--- src/mssup_pkg.sv ---
// Notes on behaviour
// - Thermal model from third motor phase current; trip stops motor, fault code 8.
// - Thermal model cleared on fault acknowledge or auxiliary supply failure.
// - Phase presence checked during soft start and run; missing phase gives fault code 4.
// - Phase loss counted only after one second of continuous absence.
// - Overload and phase faults cleared by front button or remote loop.
// - Ready contact closed while no fault is active, open otherwise.
// - Green lamp steady while auxiliary supply is present.
// - Yellow lamp steady while running clockwise with bypass contacts closed.
// - Red lamp repeats a burst whose pulse count equals the fault code.
// - Separate codes for overtemperature, frequency, sync, temperature circuit, overload.
// - Front button clears fault; still held after two seconds, fault returns.
// - Remote loop acknowledges on closing; closed after two seconds, fault returns.
// - Mains order detected; phases routed so the motor always turns clockwise.
// - Reversing relays change only with zero current and semiconductors off.
// - Isolating variant opens motor isolation relay when off or faulted.
package mssup_pkg;
  typedef enum logic [2:0] {MS_OFF, MS_SWAP, MS_SOFT, MS_RUN, MS_FAULT, MS_ACK} mssup_state_t;

  // ----------------------------------------------------------------
  // Timing
  // ----------------------------------------------------------------
  localparam int unsigned CLK_HZ        = 100_000_000;
  localparam int unsigned CYC_PER_MS    = CLK_HZ / 1000;
  localparam int unsigned PHASE_LOSS_MS = 1000;
  localparam int unsigned ACK_GUARD_MS  = 2000;
  localparam int unsigned FLASH_MS      = 250;
  localparam int unsigned RAMP_MS       = 1000;
  localparam int unsigned SETTLE_MS     = 20;
  localparam int unsigned PHASE_LOSS_CYC = PHASE_LOSS_MS * CYC_PER_MS;
  localparam int unsigned ACK_GUARD_CYC  = ACK_GUARD_MS * CYC_PER_MS;
  localparam int unsigned FLASH_CYC      = FLASH_MS * CYC_PER_MS;
  localparam int unsigned RAMP_CYC       = RAMP_MS * CYC_PER_MS;
  localparam int unsigned SETTLE_CYC     = SETTLE_MS * CYC_PER_MS;
  localparam logic [4:0]  FLASH_GAP_STEPS = 5'h04;

  // ----------------------------------------------------------------
  // Fault codes and thermal model constants
  // ----------------------------------------------------------------
  localparam logic [3:0] FC_NONE      = 4'h0;
  localparam logic [3:0] FC_OVERTEMP  = 4'h2;
  localparam logic [3:0] FC_FREQ      = 4'h3;
  localparam logic [3:0] FC_PHASE     = 4'h4;
  localparam logic [3:0] FC_SYNC      = 4'h5;
  localparam logic [3:0] FC_TEMP_MEAS = 4'h7;
  localparam logic [3:0] FC_OVERLOAD  = 4'h8;
  localparam logic [3:0] FC_MAX       = 4'h8;
  localparam logic [15:0] THERM_COOL  = 16'h0100;
  localparam logic [23:0] TRIP_DEFAULT = 24'h80_0000;
endpackage : mssup_pkg

--- src/mssup_top.sv ---
`timescale 1ns/10ps
module mssup_top
  import mssup_pkg::*;
#(
  parameter int unsigned PHASE_LOSS_CYC = mssup_pkg::PHASE_LOSS_CYC,
  parameter int unsigned ACK_GUARD_CYC  = mssup_pkg::ACK_GUARD_CYC,
  parameter int unsigned FLASH_CYC      = mssup_pkg::FLASH_CYC,
  parameter int unsigned RAMP_CYC       = mssup_pkg::RAMP_CYC,
  parameter int unsigned SETTLE_CYC     = mssup_pkg::SETTLE_CYC,
  parameter int unsigned CUR_W          = 8,
  parameter int unsigned ACC_W          = 24,
  parameter logic [23:0] TRIP_LEVEL     = mssup_pkg::TRIP_DEFAULT,
  parameter bit          ISOLATING      = 1'b1
) (
  input  wire logic             mclk_i,
  input  wire logic             rst_n_i,
  input  wire logic             run_cw_i,
  input  wire logic             aux_supply_ok_i,
  input  wire logic [2:0]       phase_present_i,
  input  wire logic             phase_order_cw_i,
  input  wire logic [CUR_W-1:0] sensed_motor_phase_i,
  input  wire logic             sample_valid_i,
  input  wire logic             load_current_zero_i,
  input  wire logic             bypass_closed_i,
  input  wire logic             front_ack_i,
  input  wire logic             remote_ack_return_i,
  input  wire logic             semi_overtemp_i,
  input  wire logic             freq_wrong_i,
  input  wire logic             sync_bad_i,
  input  wire logic             temp_meas_bad_i,
  output logic                  remote_ack_source_o,
  output logic                  gate_semis_o,
  output logic                  bypass_relay_o,
  output logic                  reverse_relay_o,
  output logic                  isolate_close_o,
  output logic                  ready_relay_o,
  output logic                  lamp_power_o,
  output logic                  lamp_run_o,
  output logic                  lamp_fault_o,
  output logic [3:0]            fault_code_o
);
  import mssup_pkg::*;

  // ----------------------------------------------------------------
  // Parameter checks
  // ----------------------------------------------------------------
  if (ACC_W < 2 * CUR_W || ACC_W > 24 || PHASE_LOSS_CYC < 1 || ACK_GUARD_CYC < 1 ||
      FLASH_CYC < 1 || RAMP_CYC < 1 || SETTLE_CYC < 1) begin : g_bad_param
    $error("mssup_top: unsupported parameter values");
  end

  // ----------------------------------------------------------------
  // State
  // ----------------------------------------------------------------
  mssup_state_t     state_r, state_nxt;
  logic [31:0]      tmr_r, tmr_nxt;
  logic [31:0]      phl_r, phl_nxt;
  logic [31:0]      fl_cnt_r, fl_cnt_nxt;
  logic [4:0]       step_r, step_nxt;
  logic [3:0]       code_r, code_nxt;
  logic             rev_r, rev_nxt;
  logic             ack_prev_r;
  logic [ACC_W-1:0] acc_r, acc_nxt;

  // Overload wins over temperature circuit, phase, sync, overtemperature, then frequency
  function automatic logic [3:0] fault_pick(input logic ovl, input logic phl, input logic ot,
                                            input logic fq, input logic sy, input logic tm);
    logic [3:0] c;
    c = FC_NONE;
    if (fq) c = FC_FREQ;
    if (ot) c = FC_OVERTEMP;
    if (sy) c = FC_SYNC;
    if (phl) c = FC_PHASE;
    if (tm) c = FC_TEMP_MEAS;
    if (ovl) c = FC_OVERLOAD;
    return c;
  endfunction : fault_pick

  // ----------------------------------------------------------------
  // Decode
  // ----------------------------------------------------------------
  wire logic             ack_lvl   = front_ack_i | remote_ack_return_i;
  wire logic             ack_rise  = ack_lvl & ~ack_prev_r;
  wire logic             motor_act = (state_r == MS_SOFT) || (state_r == MS_RUN);
  wire logic             ph_absent = motor_act & ~(&phase_present_i);
  wire logic             ph_lost   = ph_absent && (phl_r >= PHASE_LOSS_CYC - 1);
  wire logic             overload  = acc_r >= TRIP_LEVEL[ACC_W-1:0];
  wire logic [3:0]       new_code  = fault_pick(overload, ph_lost, semi_overtemp_i,
                                                freq_wrong_i, sync_bad_i, temp_meas_bad_i);
  wire logic             fault_now = new_code != FC_NONE;
  wire logic             need_rev  = ~phase_order_cw_i;
  wire logic             acc_clear = ((state_r == MS_FAULT) && ack_rise) | ~aux_supply_ok_i;

  // Thermal model: heat by current squared, fixed cooling per sample
  wire logic [2*CUR_W-1:0] cur_sq  = sensed_motor_phase_i * sensed_motor_phase_i;
  wire logic [ACC_W:0]     acc_add = {1'b0, acc_r} + (ACC_W+1)'(cur_sq);
  wire logic [ACC_W-1:0]   acc_sat = acc_add[ACC_W] ? {ACC_W{1'b1}} : acc_add[ACC_W-1:0];
  wire logic [ACC_W-1:0]   cool_w  = ACC_W'(THERM_COOL);
  wire logic [ACC_W-1:0]   acc_dec = (acc_sat > cool_w) ? acc_sat - cool_w : '0;

  always_comb begin
    acc_nxt = acc_r;
    if (acc_clear) begin
      acc_nxt = '0;
    end else if (sample_valid_i) begin
      acc_nxt = acc_dec;
    end
  end

  assign phl_nxt = ph_absent ? phl_r + 32'h0000_0001 : 32'h0000_0000;

  // ----------------------------------------------------------------
  // Sequencer
  // ----------------------------------------------------------------
  always_comb begin
    state_nxt = state_r;
    tmr_nxt   = tmr_r + 32'h0000_0001;
    code_nxt  = code_r;
    rev_nxt   = rev_r;
    case (state_r)
      MS_OFF: begin
        tmr_nxt = '0;
        if (run_cw_i) begin
          state_nxt = (rev_r != need_rev) ? MS_SWAP : MS_SOFT;
        end
      end
      MS_SWAP: begin
        // Contacts only move once current has stayed at zero for the settle time
        if (!load_current_zero_i) begin
          tmr_nxt = '0;
        end else if (tmr_r >= SETTLE_CYC - 1) begin
          rev_nxt   = need_rev;
          state_nxt = MS_SOFT;
          tmr_nxt   = '0;
        end
      end
      MS_SOFT: begin
        if (!run_cw_i) begin
          state_nxt = MS_OFF;
        end else if (tmr_r >= RAMP_CYC - 1) begin
          state_nxt = MS_RUN;
        end
      end
      MS_RUN: begin
        if (!run_cw_i) begin
          state_nxt = MS_OFF;
        end
      end
      MS_FAULT: begin
        tmr_nxt = '0;
        if (ack_rise) begin
          state_nxt = MS_ACK;
        end
      end
      MS_ACK: begin
        if (!ack_lvl) begin
          state_nxt = MS_OFF;
        end else if (tmr_r >= ACK_GUARD_CYC - 1) begin
          state_nxt = MS_FAULT;
          tmr_nxt   = '0;
        end
      end
      default: begin
        state_nxt = MS_OFF;
        tmr_nxt   = '0;
      end
    endcase
    // A new fault overrides everything except an already latched one
    if (fault_now && state_r != MS_FAULT) begin
      state_nxt = MS_FAULT;
      code_nxt  = new_code;
      tmr_nxt   = '0;
      rev_nxt   = rev_r;
    end
  end

  // ----------------------------------------------------------------
  // Fault lamp burst
  // ----------------------------------------------------------------
  wire logic       fl_tick   = fl_cnt_r >= FLASH_CYC - 1;
  wire logic [4:0] step_last = {code_r, 1'b0} + FLASH_GAP_STEPS - 5'h01;
  assign fl_cnt_nxt = (state_r != MS_FAULT || fl_tick) ? 32'h0000_0000 : fl_cnt_r + 32'h0000_0001;
  assign step_nxt   = (state_r != MS_FAULT) ? 5'h00 :
                      (!fl_tick) ? step_r :
                      (step_r >= step_last) ? 5'h00 : step_r + 5'h01;
  // Uses the next code so the first pulse starts on the fault edge itself
  wire logic lamp_fault_nxt = (state_nxt == MS_FAULT) && (step_nxt < {code_nxt, 1'b0}) && !step_nxt[0];

  // ----------------------------------------------------------------
  // Registers
  // ----------------------------------------------------------------
  always_ff @(posedge mclk_i or negedge rst_n_i) begin
    if (!rst_n_i) begin
      state_r    <= MS_OFF;
      tmr_r      <= '0;
      phl_r      <= '0;
      fl_cnt_r   <= '0;
      step_r     <= '0;
      code_r     <= FC_NONE;
      rev_r      <= 1'b0;
      ack_prev_r <= 1'b0;
      acc_r      <= '0;
    end else begin
      state_r    <= state_nxt;
      tmr_r      <= tmr_nxt;
      phl_r      <= phl_nxt;
      fl_cnt_r   <= fl_cnt_nxt;
      step_r     <= step_nxt;
      code_r     <= code_nxt;
      rev_r      <= rev_nxt;
      ack_prev_r <= ack_lvl;
      acc_r      <= acc_nxt;
    end
  end

  // Outputs follow the next state so they line up with state_r
  always_ff @(posedge mclk_i or negedge rst_n_i) begin
    if (!rst_n_i) begin
      remote_ack_source_o <= 1'b0;
      gate_semis_o        <= 1'b0;
      bypass_relay_o      <= 1'b0;
      reverse_relay_o     <= 1'b0;
      isolate_close_o     <= 1'b0;
      ready_relay_o       <= 1'b0;
      lamp_power_o        <= 1'b0;
      lamp_run_o          <= 1'b0;
      lamp_fault_o        <= 1'b0;
      fault_code_o        <= FC_NONE;
    end else begin
      remote_ack_source_o <= 1'b1;
      gate_semis_o        <= state_nxt == MS_SOFT || state_nxt == MS_RUN;
      bypass_relay_o      <= state_nxt == MS_RUN;
      reverse_relay_o     <= rev_nxt;
      isolate_close_o     <= ISOLATING && (state_nxt == MS_SWAP || state_nxt == MS_SOFT ||
                                           state_nxt == MS_RUN);
      ready_relay_o       <= state_nxt != MS_FAULT;
      lamp_power_o        <= aux_supply_ok_i;
      lamp_run_o          <= state_nxt == MS_RUN && bypass_closed_i;
      lamp_fault_o        <= lamp_fault_nxt;
      fault_code_o        <= (state_nxt == MS_FAULT) ? code_nxt : FC_NONE;
    end
  end
endmodule : mssup_top

--- config.mk ---
export PLATFORM = sky130hd
export DESIGN_NAME = mssup_top
export DESIGN_NICKNAME = d
export VERILOG_FILES = /design/src/mssup_pkg.sv /design/src/mssup_top.sv
export SDC_FILE = /design/constraint.sdc
export NUM_CORES = 1
export LEC_CHECK = 0
export BUFFER_PORTS_ARGS = -buffer_cell sky130_fd_sc_hd__buf_2
export CORE_UTILIZATION = 53
export DETAILED_ROUTE_END_ITERATION = 10
export PLACE_DENSITY_LB_ADDON = 0.25
export SLEW_MARGIN = 5
export SYNTH_ARGS = -nofsm -noshare
export SYNTH_HDL_FRONTEND = slang
export SYNTH_SLANG_ARGS = --single-unit
--- constraint.sdc ---
create_clock -name mclk_i -period 5.25 [get_ports mclk_i]
set_input_delay 0.7875 -clock mclk_i [delete_from_list [all_inputs] [get_ports mclk_i]]
set_output_delay 0.7875 -clock mclk_i [all_outputs]
set_load 0.02 [all_outputs]
Word-level counts from Yosys, hierarchy flattened
Index checks and enable logic that the tools add are counted.
{"block": "totals", "reg_bits": 146, "out_inout_bits": 13, "in_bits": 25, "word_cells": 110}
{"block": "op_classes", "mux": 35, "add_sub_neg": 8, "order_cmp": 9, "bitwise": 9, "n_mul": 1, "eq_ne": 12, "n_reduce_logical": 18}
{"op": "$mux 32", "count": 7}
{"op": "$add 32x1->32 const B", "count": 3}
{"op": "$mux 24", "count": 4}
{"op": "$pmux 32 s3", "count": 1}
{"op": "$ge 32x27->1 const B", "count": 2}
{"op": "$mux 3", "count": 12}
{"op": "$ge 32x21->1 const B", "count": 1}
{"op": "$ge 32x25->1 const B", "count": 1}
{"op": "$ge 32x28->1 const B", "count": 1}
{"op": "$add 24x16->25", "count": 1}
{"op": "$ge 24x24->1 const B", "count": 1}
{"op": "$gt 24x9->1 const B", "count": 1}
{"op": "$sub 24x9->24 const B", "count": 1}
{"op": "$pmux 3 s6", "count": 1}
{"op": "$mul 8x8->16", "count": 1}
{"op": "$mux 4", "count": 4}
{"op": "$mux 5", "count": 3}
{"op": "$eq 3x2->1 const B", "count": 4}
{"op": "$eq 3x3->1 const B", "count": 3}
{"op": "$eq 3x1->1 const B", "count": 2}
{"op": "$logic_and 1x1->1", "count": 6}
{"op": "$mux 2", "count": 3}
{"op": "$ne 3x3->1 const B", "count": 2}
{"op": "$add 5x1->5 const B", "count": 1}
{"op": "other kinds (16)", "count": 26}

Logic depth before layout (Yosys ltp)
Gate-level depths: netlist of run 1.
{"block": "logic_depth", "ltp_word": 13, "ltp_mapped": 26, "mapped_depth_nobuf": 23}

Worst setup path before layout of run 1
Ideal clock, no wire load.
{"block": "synth_path", "path_kind": "input to register", "from": "input sensed_motor_phase_i[5]", "to": "register acc_r[22]", "required_time_ps": 5131, "path_slack_ps": -1055, "t_arrival_ps": 6186, "path_buffers": 2, "stages": 21, "cell_sequence": "clkbuf_1 > and2_1 > fa_1 > fa_1 > fa_1 > inv_1 > fa_1 > inv_1 > ha_1 > a21oi_1 > o21ai_1 > nand2_1 > a31oi_1 > clkbuf_1 > a21oi_1 > ha_1 > nor4b_1 > nand4b_1 > nor4_1 > xnor2_1 > o21ai_2"}
{"block": "synth_via", "elab_chain_cells": 7, "word_cells_on_any_way": 8}
{"item": "start, declared", "line": "mssup_top.sv:21", "rtl": "input wire logic [CUR_W-1:0] sensed_motor_phase_i,"}
{"item": "$mul 8x8->16 (*)", "line": "mssup_top.sv:95", "rtl": "wire logic [2*CUR_W-1:0] cur_sq = sensed_motor_phase_i * sensed_motor_phase_i;"}
{"item": "$add 24x16->25 (*)", "line": "mssup_top.sv:96", "rtl": "wire logic [ACC_W:0] acc_add = {1'b0, acc_r} + (ACC_W+1)'(cur_sq);"}
{"item": "$mux 24 (*)", "line": "mssup_top.sv:97", "rtl": "wire logic [ACC_W-1:0] acc_sat = acc_add[ACC_W] ? {ACC_W{1'b1}} : acc_add[ACC_W-1:0];"}
{"item": "$sub 24x9->24 or $gt 24x9->1 (tied branches)", "line": "mssup_top.sv:99", "rtl": "wire logic [ACC_W-1:0] acc_dec = (acc_sat > cool_w) ? acc_sat - cool_w : '0;"}
{"item": "$mux 24 (*)", "line": "mssup_top.sv:99"}
{"item": "$mux 24 (*)", "line": "mssup_top.sv:105", "rtl": "end else if (sample_valid_i) begin"}
{"item": "$mux 24 (*)", "line": "mssup_top.sv:103", "rtl": "if (acc_clear) begin"}
{"item": "end signal, assigned", "line": "mssup_top.sv:212", "rtl": "acc_r <= acc_nxt;"}
{"item": "end, declared", "line": "mssup_top.sv:63", "rtl": "logic [ACC_W-1:0] acc_r, acc_nxt;"}
Every way passes the cells marked *; elsewhere a longest branch is shown, timed or not. The select of a mux whose other input is x is not followed.
A chain may end at the register's enable or synchronous reset.

Final worst setup path of run 1
{"block": "layout_path", "from": "input sensed_motor_phase_i[2]", "to": "register acc_r[17]"}
The elaborated chain is that of the path after synthesis.

==> reports/results.ini, run 1 <==
[global_route]
grt_overflow=0
grt_pass1_vias=8023
grt_usage_pct=24.3
grt_first_pass_wirelength_um=37900
grt_max_degree=63
antenna_found_initial=0

[floorplanning]
die_x_um=139
initial_core_util_pct=54.7
io_pins=38
fp.dieArea_um2=19300
rows=49
core_area_um2=18200
die_y_um=139

[power_and_ir_drop]
intPower_uw=3950
leakage_uw=0.00570
power_density_nw_per_um2=546
p_sw_uw=2660
swShare_pct=40.2
sequentialPowerShare_pct=19.9
p_comb_share_pct=61.5
pwr-share-clk_pct=18.6
ir_drop_mv=0.420

[drt]
first_pass_iters=10
drc=1
wl_um=21800
post_drt_wl_per_cell_um=14.8
drtIter0Drc=438
routed-via-count=7934
via_per_inst=5.38
ant_nets=0

[critical_path]
critPathKind=input port to register
cp_slowest_cell=fa_2
required_ps=5560
cp_common_cell=buf_4
crit_arrival_ps=6020
cpPeakStageDelay_ps=580
cp_max_fo=7
critPathLaunchType=input port
endpoint_kind=register

[clock_tree]
cts_root_buf=clkbuf_16
insertion_delay_ps=420
cts_tree=built
htree_num_levels=4
cts.reportedPaths.clkPinSlew_ps=60
clk_path_buf_depth=2
cts_buffers=17
cts_sinks=146

[run_status]
violations=design-rule violations, negative setup slack
outcome=finished with violations

[placement]
dp.cells=1426
gp_congestion=0.908
hpwl_um=16100
port_buffers=37
placed_cell_area_um2=11200

[layout]
fin_area_um2=12100
finalNonFillerCells=1475
ff_latch_area_um2=3650
nNetsFinal=1354
syn_to_final_growth_pct=21.6
multi_input_area_um2=6100
diodes=0
layout-drive-gt1-share_pct=21.4
fill_cells=1424

[logic_synthesis]
syn_inst=1093
synth_top_area_cell=dfrtp_1
synth-edff-count=0
ys_warn_count=0
synthTopCellsByArea=dfrtp_1, fa_1, ha_1
synth_most_common_cell=nor2_1
synth-seq-cells=146
synth_ff_type=dfrtp_1
async_flop_share_pct=100
ys_types=71
avgSynthCellArea_um2=9.11
yosysTopAreaCellShare_pct=36.7
yosys-top-cells-count=nor2_1, dfrtp_1, nand2_1
yosysSeqAreaShare_pct=36.7
netlist_area_um2=9960

[timing]
worst_slew_margin_rel_pct=40.3
fin_crit_ps=5710
finalClockSkew_ps=7.76
rsz0062_at_grt=true
worst_slew_pin_slew_ps=888
timing.fmax_mhz=175
hold_viol_final=0
period_share_pct=109
timing.final.max_slew_violations=0
timing.final.ws_setup_ps=-462
setup_violations=24

[run]
cap_violations=0

[worst_hold_path]
min-delay-path-class=input port to async pin

[layout make-up]
class / instances / share of cell area [%]
inverters: 100 / 3.10
clock buffers: 19 / 3.66
well taps: 229 / 2.37
repair buffers: 149 / 9.10
multi-input cells: 821 / 50.4
clock inverters: 11 / 1.27
flip-flops and latches: 146 / 30.2
[flip-flops by register name (all words and copies together), names as in the netlist, 3 cells and up]
signal        count
acc_r            24
code_r            4
fault_code_o      4
fl_cnt_r         32
phl_r            32
state_r           3
step_r            5
tmr_r            32
[placed cells by master (no fill, tap or decap), types with 11 or more instances in the layout]
cell type / Yosys / layout
nor2_1: 155 / 153
nor3_1: 15 / 15
ha_1: 57 / 50
inv_1: 100 / 95
o21ai_0: 18 / 18
and2_1: 26 / 16
o21ai_2: 20 / 21
nand3_1: 37 / 37
a21oi_1: 33 / 31
buf_2: 1 / 28
fa_1: 37 / 33
xor2_1: 59 / 59
nor4_1: 12 / 11
xnor2_1: 59 / 56
a21o_1: 12 / 11
buf_4: 0 / 110
and3_1: 23 / 22
nand2_1: 104 / 102
dfrtp_1: 146 / 146
nand4_1: 22 / 22
clkbuf_16: 0 / 17
[worst paths after layout]
kind,startpoint,end,cells after the start,slack [ps]
min in group mclk_i,phl_r[0],phl_r[0],1,480
min,rst_n_i,tmr_r[31],1,240
max,sensed_motor_phase_i[2],acc_r[17],26,-460
max reg2reg,acc_r[7],acc_r[18],20,-250
min reg2reg,phl_r[0],phl_r[0],1,480
max in group asynchronous,rst_n_i,phl_r[23],2,3940
[cell families after synthesis]
kind of cell	Yosys count	synth area share [%]
simple gates	446	21.6
compound gates	150	11.0
flops	146	36.7
buf+inv	132	5.21
xor+xnor	118	10.4
fa+ha+maj	94	14.6
mux	5	0.502
other cells	2	0.0754
[metal layers]
metal	track usage (%)	share of wire, %	vias to the layer above
li1	-	-	3934
met1	33.0	48	3836
met2	40.3	48	132
met3	3.25	3.1	32
met4	7.84	1.7	0
met5	0	0	-
[worst max-delay path: cells and delay by family]
family / cells / cell delay, ps
xor+xnor: 1 / 130
simple gates: 5 / 820
buf+inv: 13 / 1490
fa+ha+maj: 5 / 2330
compound gates: 2 / 470
[power groups by stage]
stage / clock network, uW / registers, uW / logic (uW)
2_1_floorplan: 0 / 1320 / 2390
3_3_place_gp: 0 / 1330 / 3650
3_5_place_dp: 0 / 1340 / 3690
4_1_cts: 1260 / 1320 / 4020
5_1_grt: 1300 / 1330 / 4460
6_report: 1230 / 1310 / 4070
[stage by stage]
stage,util (%),power (uW),hold WS (ps),TNS (ps),worst slack [ps]
final,66.5,6610,241,-9420,-462
after global routing,66.5,7090,258,-13200,-617
after CTS,66.4,6600,243,-8760,-389
after detailed placement,61.3,5030,469,-24210,-1060
after global placement,61.3,4980,462,-23740,-1020
after floorplan,-,3700,452,-16260,-698
[timing repair]
item | 4_1_cts | 5_1_grt
resized for setup | 43 | 9
pin swaps | 31 | 4
hold buffers | 0 | 0
gates cloned | 1 | 0
setup buffers | 18 | 1
endpoints found under the setup margin | 24 | 24
(Power assumes the default switching activity.)
==> run 2: changes to the inputs <==
--- a/config.mk
+++ b/config.mk
@@ -5,7 +5,8 @@
 export SDC_FILE = /design/constraint.sdc
 export NUM_CORES = 1
 export LEC_CHECK = 0
-export BUFFER_PORTS_ARGS = -buffer_cell sky130_fd_sc_hd__buf_2
+export BUFFER_PORTS_ARGS = -buffer_cell sky130_fd_sc_hd__clkbuf_2
+export CORE_ASPECT_RATIO = 0.5
 export CORE_UTILIZATION = 53
 export DETAILED_ROUTE_END_ITERATION = 10
 export PLACE_DENSITY_LB_ADDON = 0.25
==> reports/results.ini, run 2 (same netlist as run 1, synthesis figures left out) <==
[placement]
port_buffers=37  ; unchanged
dpl_worst_slack_ps=-1100  ; -41.3 ps
gp_congestion=0.941  ; +3.7%
hpwl_um=15700  ; -2.4%

[floorplanning]
core_area_um2=18400  ; +1.0%
die_y_um=98.9  ; -29%
fp.dieArea_um2=19400  ; +0.18%
io_pins=38  ; unchanged
rows=35  ; -29%
die_x_um=196  ; +41%
initial_core_util_pct=54.2  ; -0.55 points

[drt]
drc=1  ; unchanged
drtIter0Drc=538  ; +23%
post_drt_wl_per_cell_um=14.7  ; -0.78%
routed-via-count=7989  ; +0.69%
ant_nets=0  ; unchanged
first_pass_iters=8  ; -2
wl_um=21700  ; -0.71%
via_per_inst=5.41  ; +0.62%

[timing]
timing.fmax_mhz=171  ; -2.3%
period_share_pct=111  ; +2.6 points
hold_viol_final=0  ; unchanged
finalClockSkew_ps=10.5  ; +2.77 ps
setup_violations=24  ; unchanged
rsz0062_at_grt=true
worst_slew_pin_slew_ps=1010  ; +122 ps
worst_slew_margin_rel_pct=32.7  ; -7.7 points
fin_crit_ps=5850  ; +136 ps
timing.final.ws_setup_ps=-598  ; -136 ps
timing.final.max_slew_violations=0  ; unchanged

[layout]
final_cell_mix=nor2_1, dfrtp_1, nand2_1
layout-drive-gt1-share_pct=20.7  ; -0.72 points
nNetsFinal=1342  ; -0.89%
syn_to_final_growth_pct=20.7
reg_top3=fl_cnt_r (32), phl_r (32), tmr_r (32)
diodes=0  ; unchanged
layout_commonest_cell=nor2_1

[power_and_ir_drop]
leakage_uw=0.00563  ; -1.2%
power_density_nw_per_um2=522  ; -4.3%
ir_drop_mv=0.318  ; -24%
power.total_uw=6280  ; -5.0%

[global_route]
use_met1_pct=30.5  ; -2.5 points
grt_pass1_vias=7970  ; -0.66%
grt_first_pass_wirelength_um=37100  ; -2.1%
grt_overflow=0  ; unchanged
met3_usage_pct=3.05  ; -0.20 points
grtUsageMet2_pct=41.8  ; +1.5 points
grt_busiest_layer=met2
grt_max_degree=110  ; +75%
grt_usage_pct=23.6  ; -0.69 points
antenna_found_initial=0  ; unchanged

[critical_path]
cpPeakStageDelay_ps=550  ; -30 ps
startpoint=sensed_motor_phase_i[5]
cp_slowest_cell=or4b_4
crit_cells=22  ; -15%
critPathLaunchType=input port
path_buf_inv=7  ; -6
required_ps=5560  ; about the same
cp_max_fo=7  ; unchanged
cp-endpoint=acc_r[5]
r2r_setup_slack_ps=-410  ; -160 ps
reg2reg_to=acc_r[5]
worstPathCellList=clkbuf_4, buf_4, nand2_1, fa_1, inv_1, fa_1, ha_1, inv_1, fa_1, inv_1, ha_1, nor2b_4, o2111ai_4, a211oi_2, nor3b_2, xnor2_2, or4b_4, or4_4, o31ai_4, buf_6, buf_6, o21ai_2
r2r_start=acc_r[7]
cp_top_family=adder cells
endpoint_kind=register
critPathKind=input port to register
ff2ff_path_depth=20  ; unchanged
crit_arrival_ps=6160  ; +140 ps

[clock_tree]
cts_root_buf=clkbuf_16
cts.reportedPaths.clkPinSlew_ps=60  ; about the same
insertion_delay_ps=420  ; about the same
cts_buffers=17  ; unchanged
cts_tree=built
cts_sinks=146  ; unchanged
htree_num_levels=4  ; unchanged
clk_path_buf_depth=2  ; unchanged
cts_hold_buf=0  ; unchanged

[worst_hold_path]
min-delay-path-class=input port to async pin

[run]
cap_violations=0  ; unchanged

[run_status]
outcome=finished with violations
violations=design-rule violations, negative setup slack

[run 2: cell count changes in the layout (fill, tap and decap cells not counted), sizes merged]
cell	change
buf	-46
bufinv	-2
clkbuf	+32
clkinv	+2
clkinvlp	+1
inv	+3
[run 2: timing repair]
item | 4_1_cts | 5_1_grt
setup endpoints to repair | 24 | 24
resized for setup | 44 | 7
setup buffers | 11 | 4
gates cloned | 1 | 0
pin swaps | 44 | 9
[run 2: where the power goes]
| group | switching, uW | leakage [uW] | internal [uW] |
|---|---|---|---|
| sequential | 82.4 | 0.00198 | 1220 |
| clock | 516 | 0.000279 | 665 |
| combinational | 1970 | 0.00336 | 1820 |
[run 2: how the worst min path moves through the flow]
| stage | endpoint | cells past startpoint | from |
|---|---|---|---|
| final | fl_cnt_r[29] | 1 | rst_n_i |
| after global routing | lamp_power_o | 1 | aux_supply_ok_i |
| after CTS | lamp_power_o | 1 | aux_supply_ok_i |
| after detailed placement | acc_r[7] | 2 | acc_r[7] |
| after global placement | acc_r[3] | 2 | acc_r[3] |
| after floorplan | acc_r[13] | 2 | acc_r[13] |
[run 2: layout make-up]
type                       count  area [um2]
fill                        1424        6370
multi-input combinational    821        6070
sequential                   146        3650
timing repair buffer         137        1040
clock buffer                  17         425
inverter                     100         375
tap                          240         300
clock inverter                15         149
[run 2: layer usage]
layer,part of all wire [%],vias up
met5,0,-
met4,1.4,0
met3,2.4,25
met2,50,115
met1,46,3927
li1,-,3922
[run 2: through the flow]
step	cells	hold slack (ps)	utilization, %	setup TNS [ps]	instance area (um2)
2_1_floorplan	1099	452	-	-16260	10200
3_3_place_gp	1429	466	60.5	-23520	11100
3_5_place_dp	1429	478	60.5	-25450	11100
4_1_cts	1473	487	65.2	-10710	12000
5_1_grt	1476	500	65.4	-17180	12000
6_report	1476	484	65.4	-13070	12000
==> run 3: changes to the inputs <==
--- a/config.mk
+++ b/config.mk
@@ -9,6 +9,7 @@
 export CORE_ASPECT_RATIO = 0.5
 export CORE_UTILIZATION = 53
 export DETAILED_ROUTE_END_ITERATION = 10
+export GPL_TIMING_DRIVEN = 0
 export PLACE_DENSITY_LB_ADDON = 0.25
 export SLEW_MARGIN = 5
 export SYNTH_ARGS = -nofsm -noshare
==> reports/results.ini, run 3 (same netlist as run 1, synthesis figures left out) <==
[critical_path]
critPathLaunchType=input port
crit_arrival_ps=6160  ; about the same
cp_max_fo=7  ; unchanged
cpPeakStageDelay_ps=580  ; +30 ps
cp_slowest_cell=fa_2
cp_top_family=adder cells
path_buf_inv=8  ; +1
required_ps=5550  ; about the same
critPathKind=input port to register
worstPathCellList=clkbuf_16, buf_4, nand2_4, inv_2, fa_2, xor2_1, xnor2_1, fa_1, inv_1, fa_1, inv_2, ha_4, a21o_4, buf_4, a21o_4, a41o_1, nor2_2, a21boi_2, or4b_4, or4_4, o31ai_4, buf_6, buf_6, o21ai_2
endpoint_kind=register

[timing]
hold_viol_final=0  ; unchanged
timing.final.ws_setup_ps=-607  ; -8.80 ps
timing.fmax_mhz=171  ; -0.15%
period_share_pct=112  ; +0.17 points
finalSetupTns_ps=-13660  ; -598 ps
fin_crit_ps=5860  ; +8.80 ps
worst_slew_pin_slew_ps=811  ; -199 ps
rsz0062_at_grt=true
worst_slew_margin_rel_pct=45.7  ; +13 points
setup_violations=24  ; unchanged
finalClockSkew_ps=10.5  ; -0.00670 ps
timing.final.max_slew_violations=0  ; unchanged

[drt]
post_drt_wl_per_cell_um=15.2  ; +3.3%
wl_um=21900  ; +1.2%
drc=1  ; unchanged
ant_nets=0  ; unchanged
first_pass_iters=8  ; unchanged
routed-via-count=7943  ; -0.58%
drtIter0Drc=458  ; -15%
via_per_inst=5.49  ; +1.5%

[clock_tree]
clk_path_buf_depth=2  ; unchanged
cts_tree=built
cts.reportedPaths.clkPinSlew_ps=70  ; about the same
cts_buffers=17  ; unchanged
insertion_delay_ps=430  ; about the same
cts_sinks=146  ; unchanged
htree_num_levels=4  ; unchanged
cts_root_buf=clkbuf_16

[power_and_ir_drop]
leakage_uw=0.00546  ; -3.0%
ir_drop_mv=0.418  ; +32%
power_density_nw_per_um2=517  ; -1.0%

[floorplanning]
fp.dieArea_um2=19400  ; unchanged
initial_core_util_pct=54.2  ; unchanged
die_x_um=196  ; unchanged
core_area_um2=18400  ; unchanged
die_y_um=98.9  ; unchanged
rows=35  ; unchanged
io_pins=38  ; unchanged

[worst_hold_path]
min-delay-path-class=input port to async pin

[layout]
nNetsFinal=1312  ; -2.2%
ff_latch_area_um2=3650  ; unchanged
reg_top3=fl_cnt_r (32), phl_r (32), tmr_r (32)
finalNonFillerCells=1446  ; -2.0%
multi_input_area_um2=6140  ; +1.1%
fill_cells=1442  ; +1.3%
layout-drive-gt1-share_pct=17.6  ; -3.1 points
layout_commonest_cell=nor2_1
final_cell_mix=nor2_1, dfrtp_1, nand2_1
diodes=0  ; unchanged
post-route-util_pct=64.6  ; -0.75 points
syn_to_final_growth_pct=19.3

[run]
cap_violations=0  ; unchanged

[placement]
gp_congestion=0.876  ; -7.0%
hpwl_um=15400  ; -2.0%
port_buffers=35  ; -5.4%
dp.cells=1375  ; -3.8%

[run_status]
violations=design-rule violations, negative setup slack
outcome=finished with violations

[global_route]
grt_usage_pct=23.5  ; -0.077 points
grt_pass1_vias=7830  ; -1.8%
antenna_found_initial=0  ; unchanged
grt_overflow=0  ; unchanged
grt_first_pass_wirelength_um=36800  ; -0.93%
grt_max_degree=102  ; -7.3%

-- run 3: cell count changes in the layout (fill, tap and decap cells not counted), sizes merged --
cell	previous run	this run
clkinv	6	8
clkinvlp	2	0
clkbuf	51	78
buf	103	46
-- run 3: layer usage --
metal	wire length [um]	share of wire (%)	global-route usage [%]	up-vias
met5	0	0	0	-
met4	450	2.1	7.69	0
met3	644	2.9	3.52	40
met2	10900	50	41.0	148
met1	9990	46	30.3	3892
li1	-	-	-	3863
-- run 3: area by class of cell --
type	count	area share (%)
multi-input combinational	821	51.7
sequential	146	30.7
timing repair buffer	75	5.35
clock buffer	17	3.58
inverter	100	3.16
tap	240	2.53
buffer	32	1.71
clock inverter	15	1.26
-- run 3: through the flow --
step / setup slack [ps] / total power, uW / cell area (um2) / hold WS, ps
floorplan: -698 / 3700 / 10200 / 452
global placement: -1470 / 4220 / 10600 / 464
detailed placement: -1530 / 4300 / 10700 / 473
CTS: -620 / 5810 / 11600 / 321
global route: -733 / 6580 / 11900 / 336
finish: -607 / 6140 / 11900 / 309
-- run 3: timing repair --
action	CTS	global route
endpoints found under the hold margin	0	0
buffers inserted	20	17
gates resized for setup	44	29
pin swaps	43	35
hold buffers	0	0
cloned	2	1
setup endpoints to repair	24	24
-- run 3: path summary, 6_finish.rpt --
kind | from | endpoint | slack, ps | depth (start not counted)
worst max register to register | acc_r[4] | acc_r[19] | -390 | 20
worst min-delay path | rst_n_i | acc_r[7] | 310 | 1
max in group asynchronous | rst_n_i | tmr_r[26] | 4130 | 2
worst max-delay path | sensed_motor_phase_i[5] | acc_r[19] | -610 | 24
worst min register to register | acc_r[7] | acc_r[7] | 480 | 2
min in group mclk_i | acc_r[7] | acc_r[7] | 480 | 2
-- run 3: worst reg2reg max path: stages (launching register included) --
cell	delay, ps
dfrtp_1	390
inv_1	90
fa_1	500
fa_1	500
inv_1	40
ha_1	260
inv_1	60
fa_2	560
inv_1	50
ha_1	310
a211o_1	340
a21o_4	270
a41o_1	210
nor2_2	160
a21boi_2	110
or4b_4	530
or4_4	470
o31ai_4	320
buf_6	160
buf_6	130
o21ai_2	60
-- run 3: power breakdown --
| part | total (uW) | switching, uW | internal, uW |
|---|---|---|---|
| clock network | 1200 | 533 | 667 |
| logic | 3650 | 2020 | 1630 |
| registers | 1300 | 74.4 | 1220 |
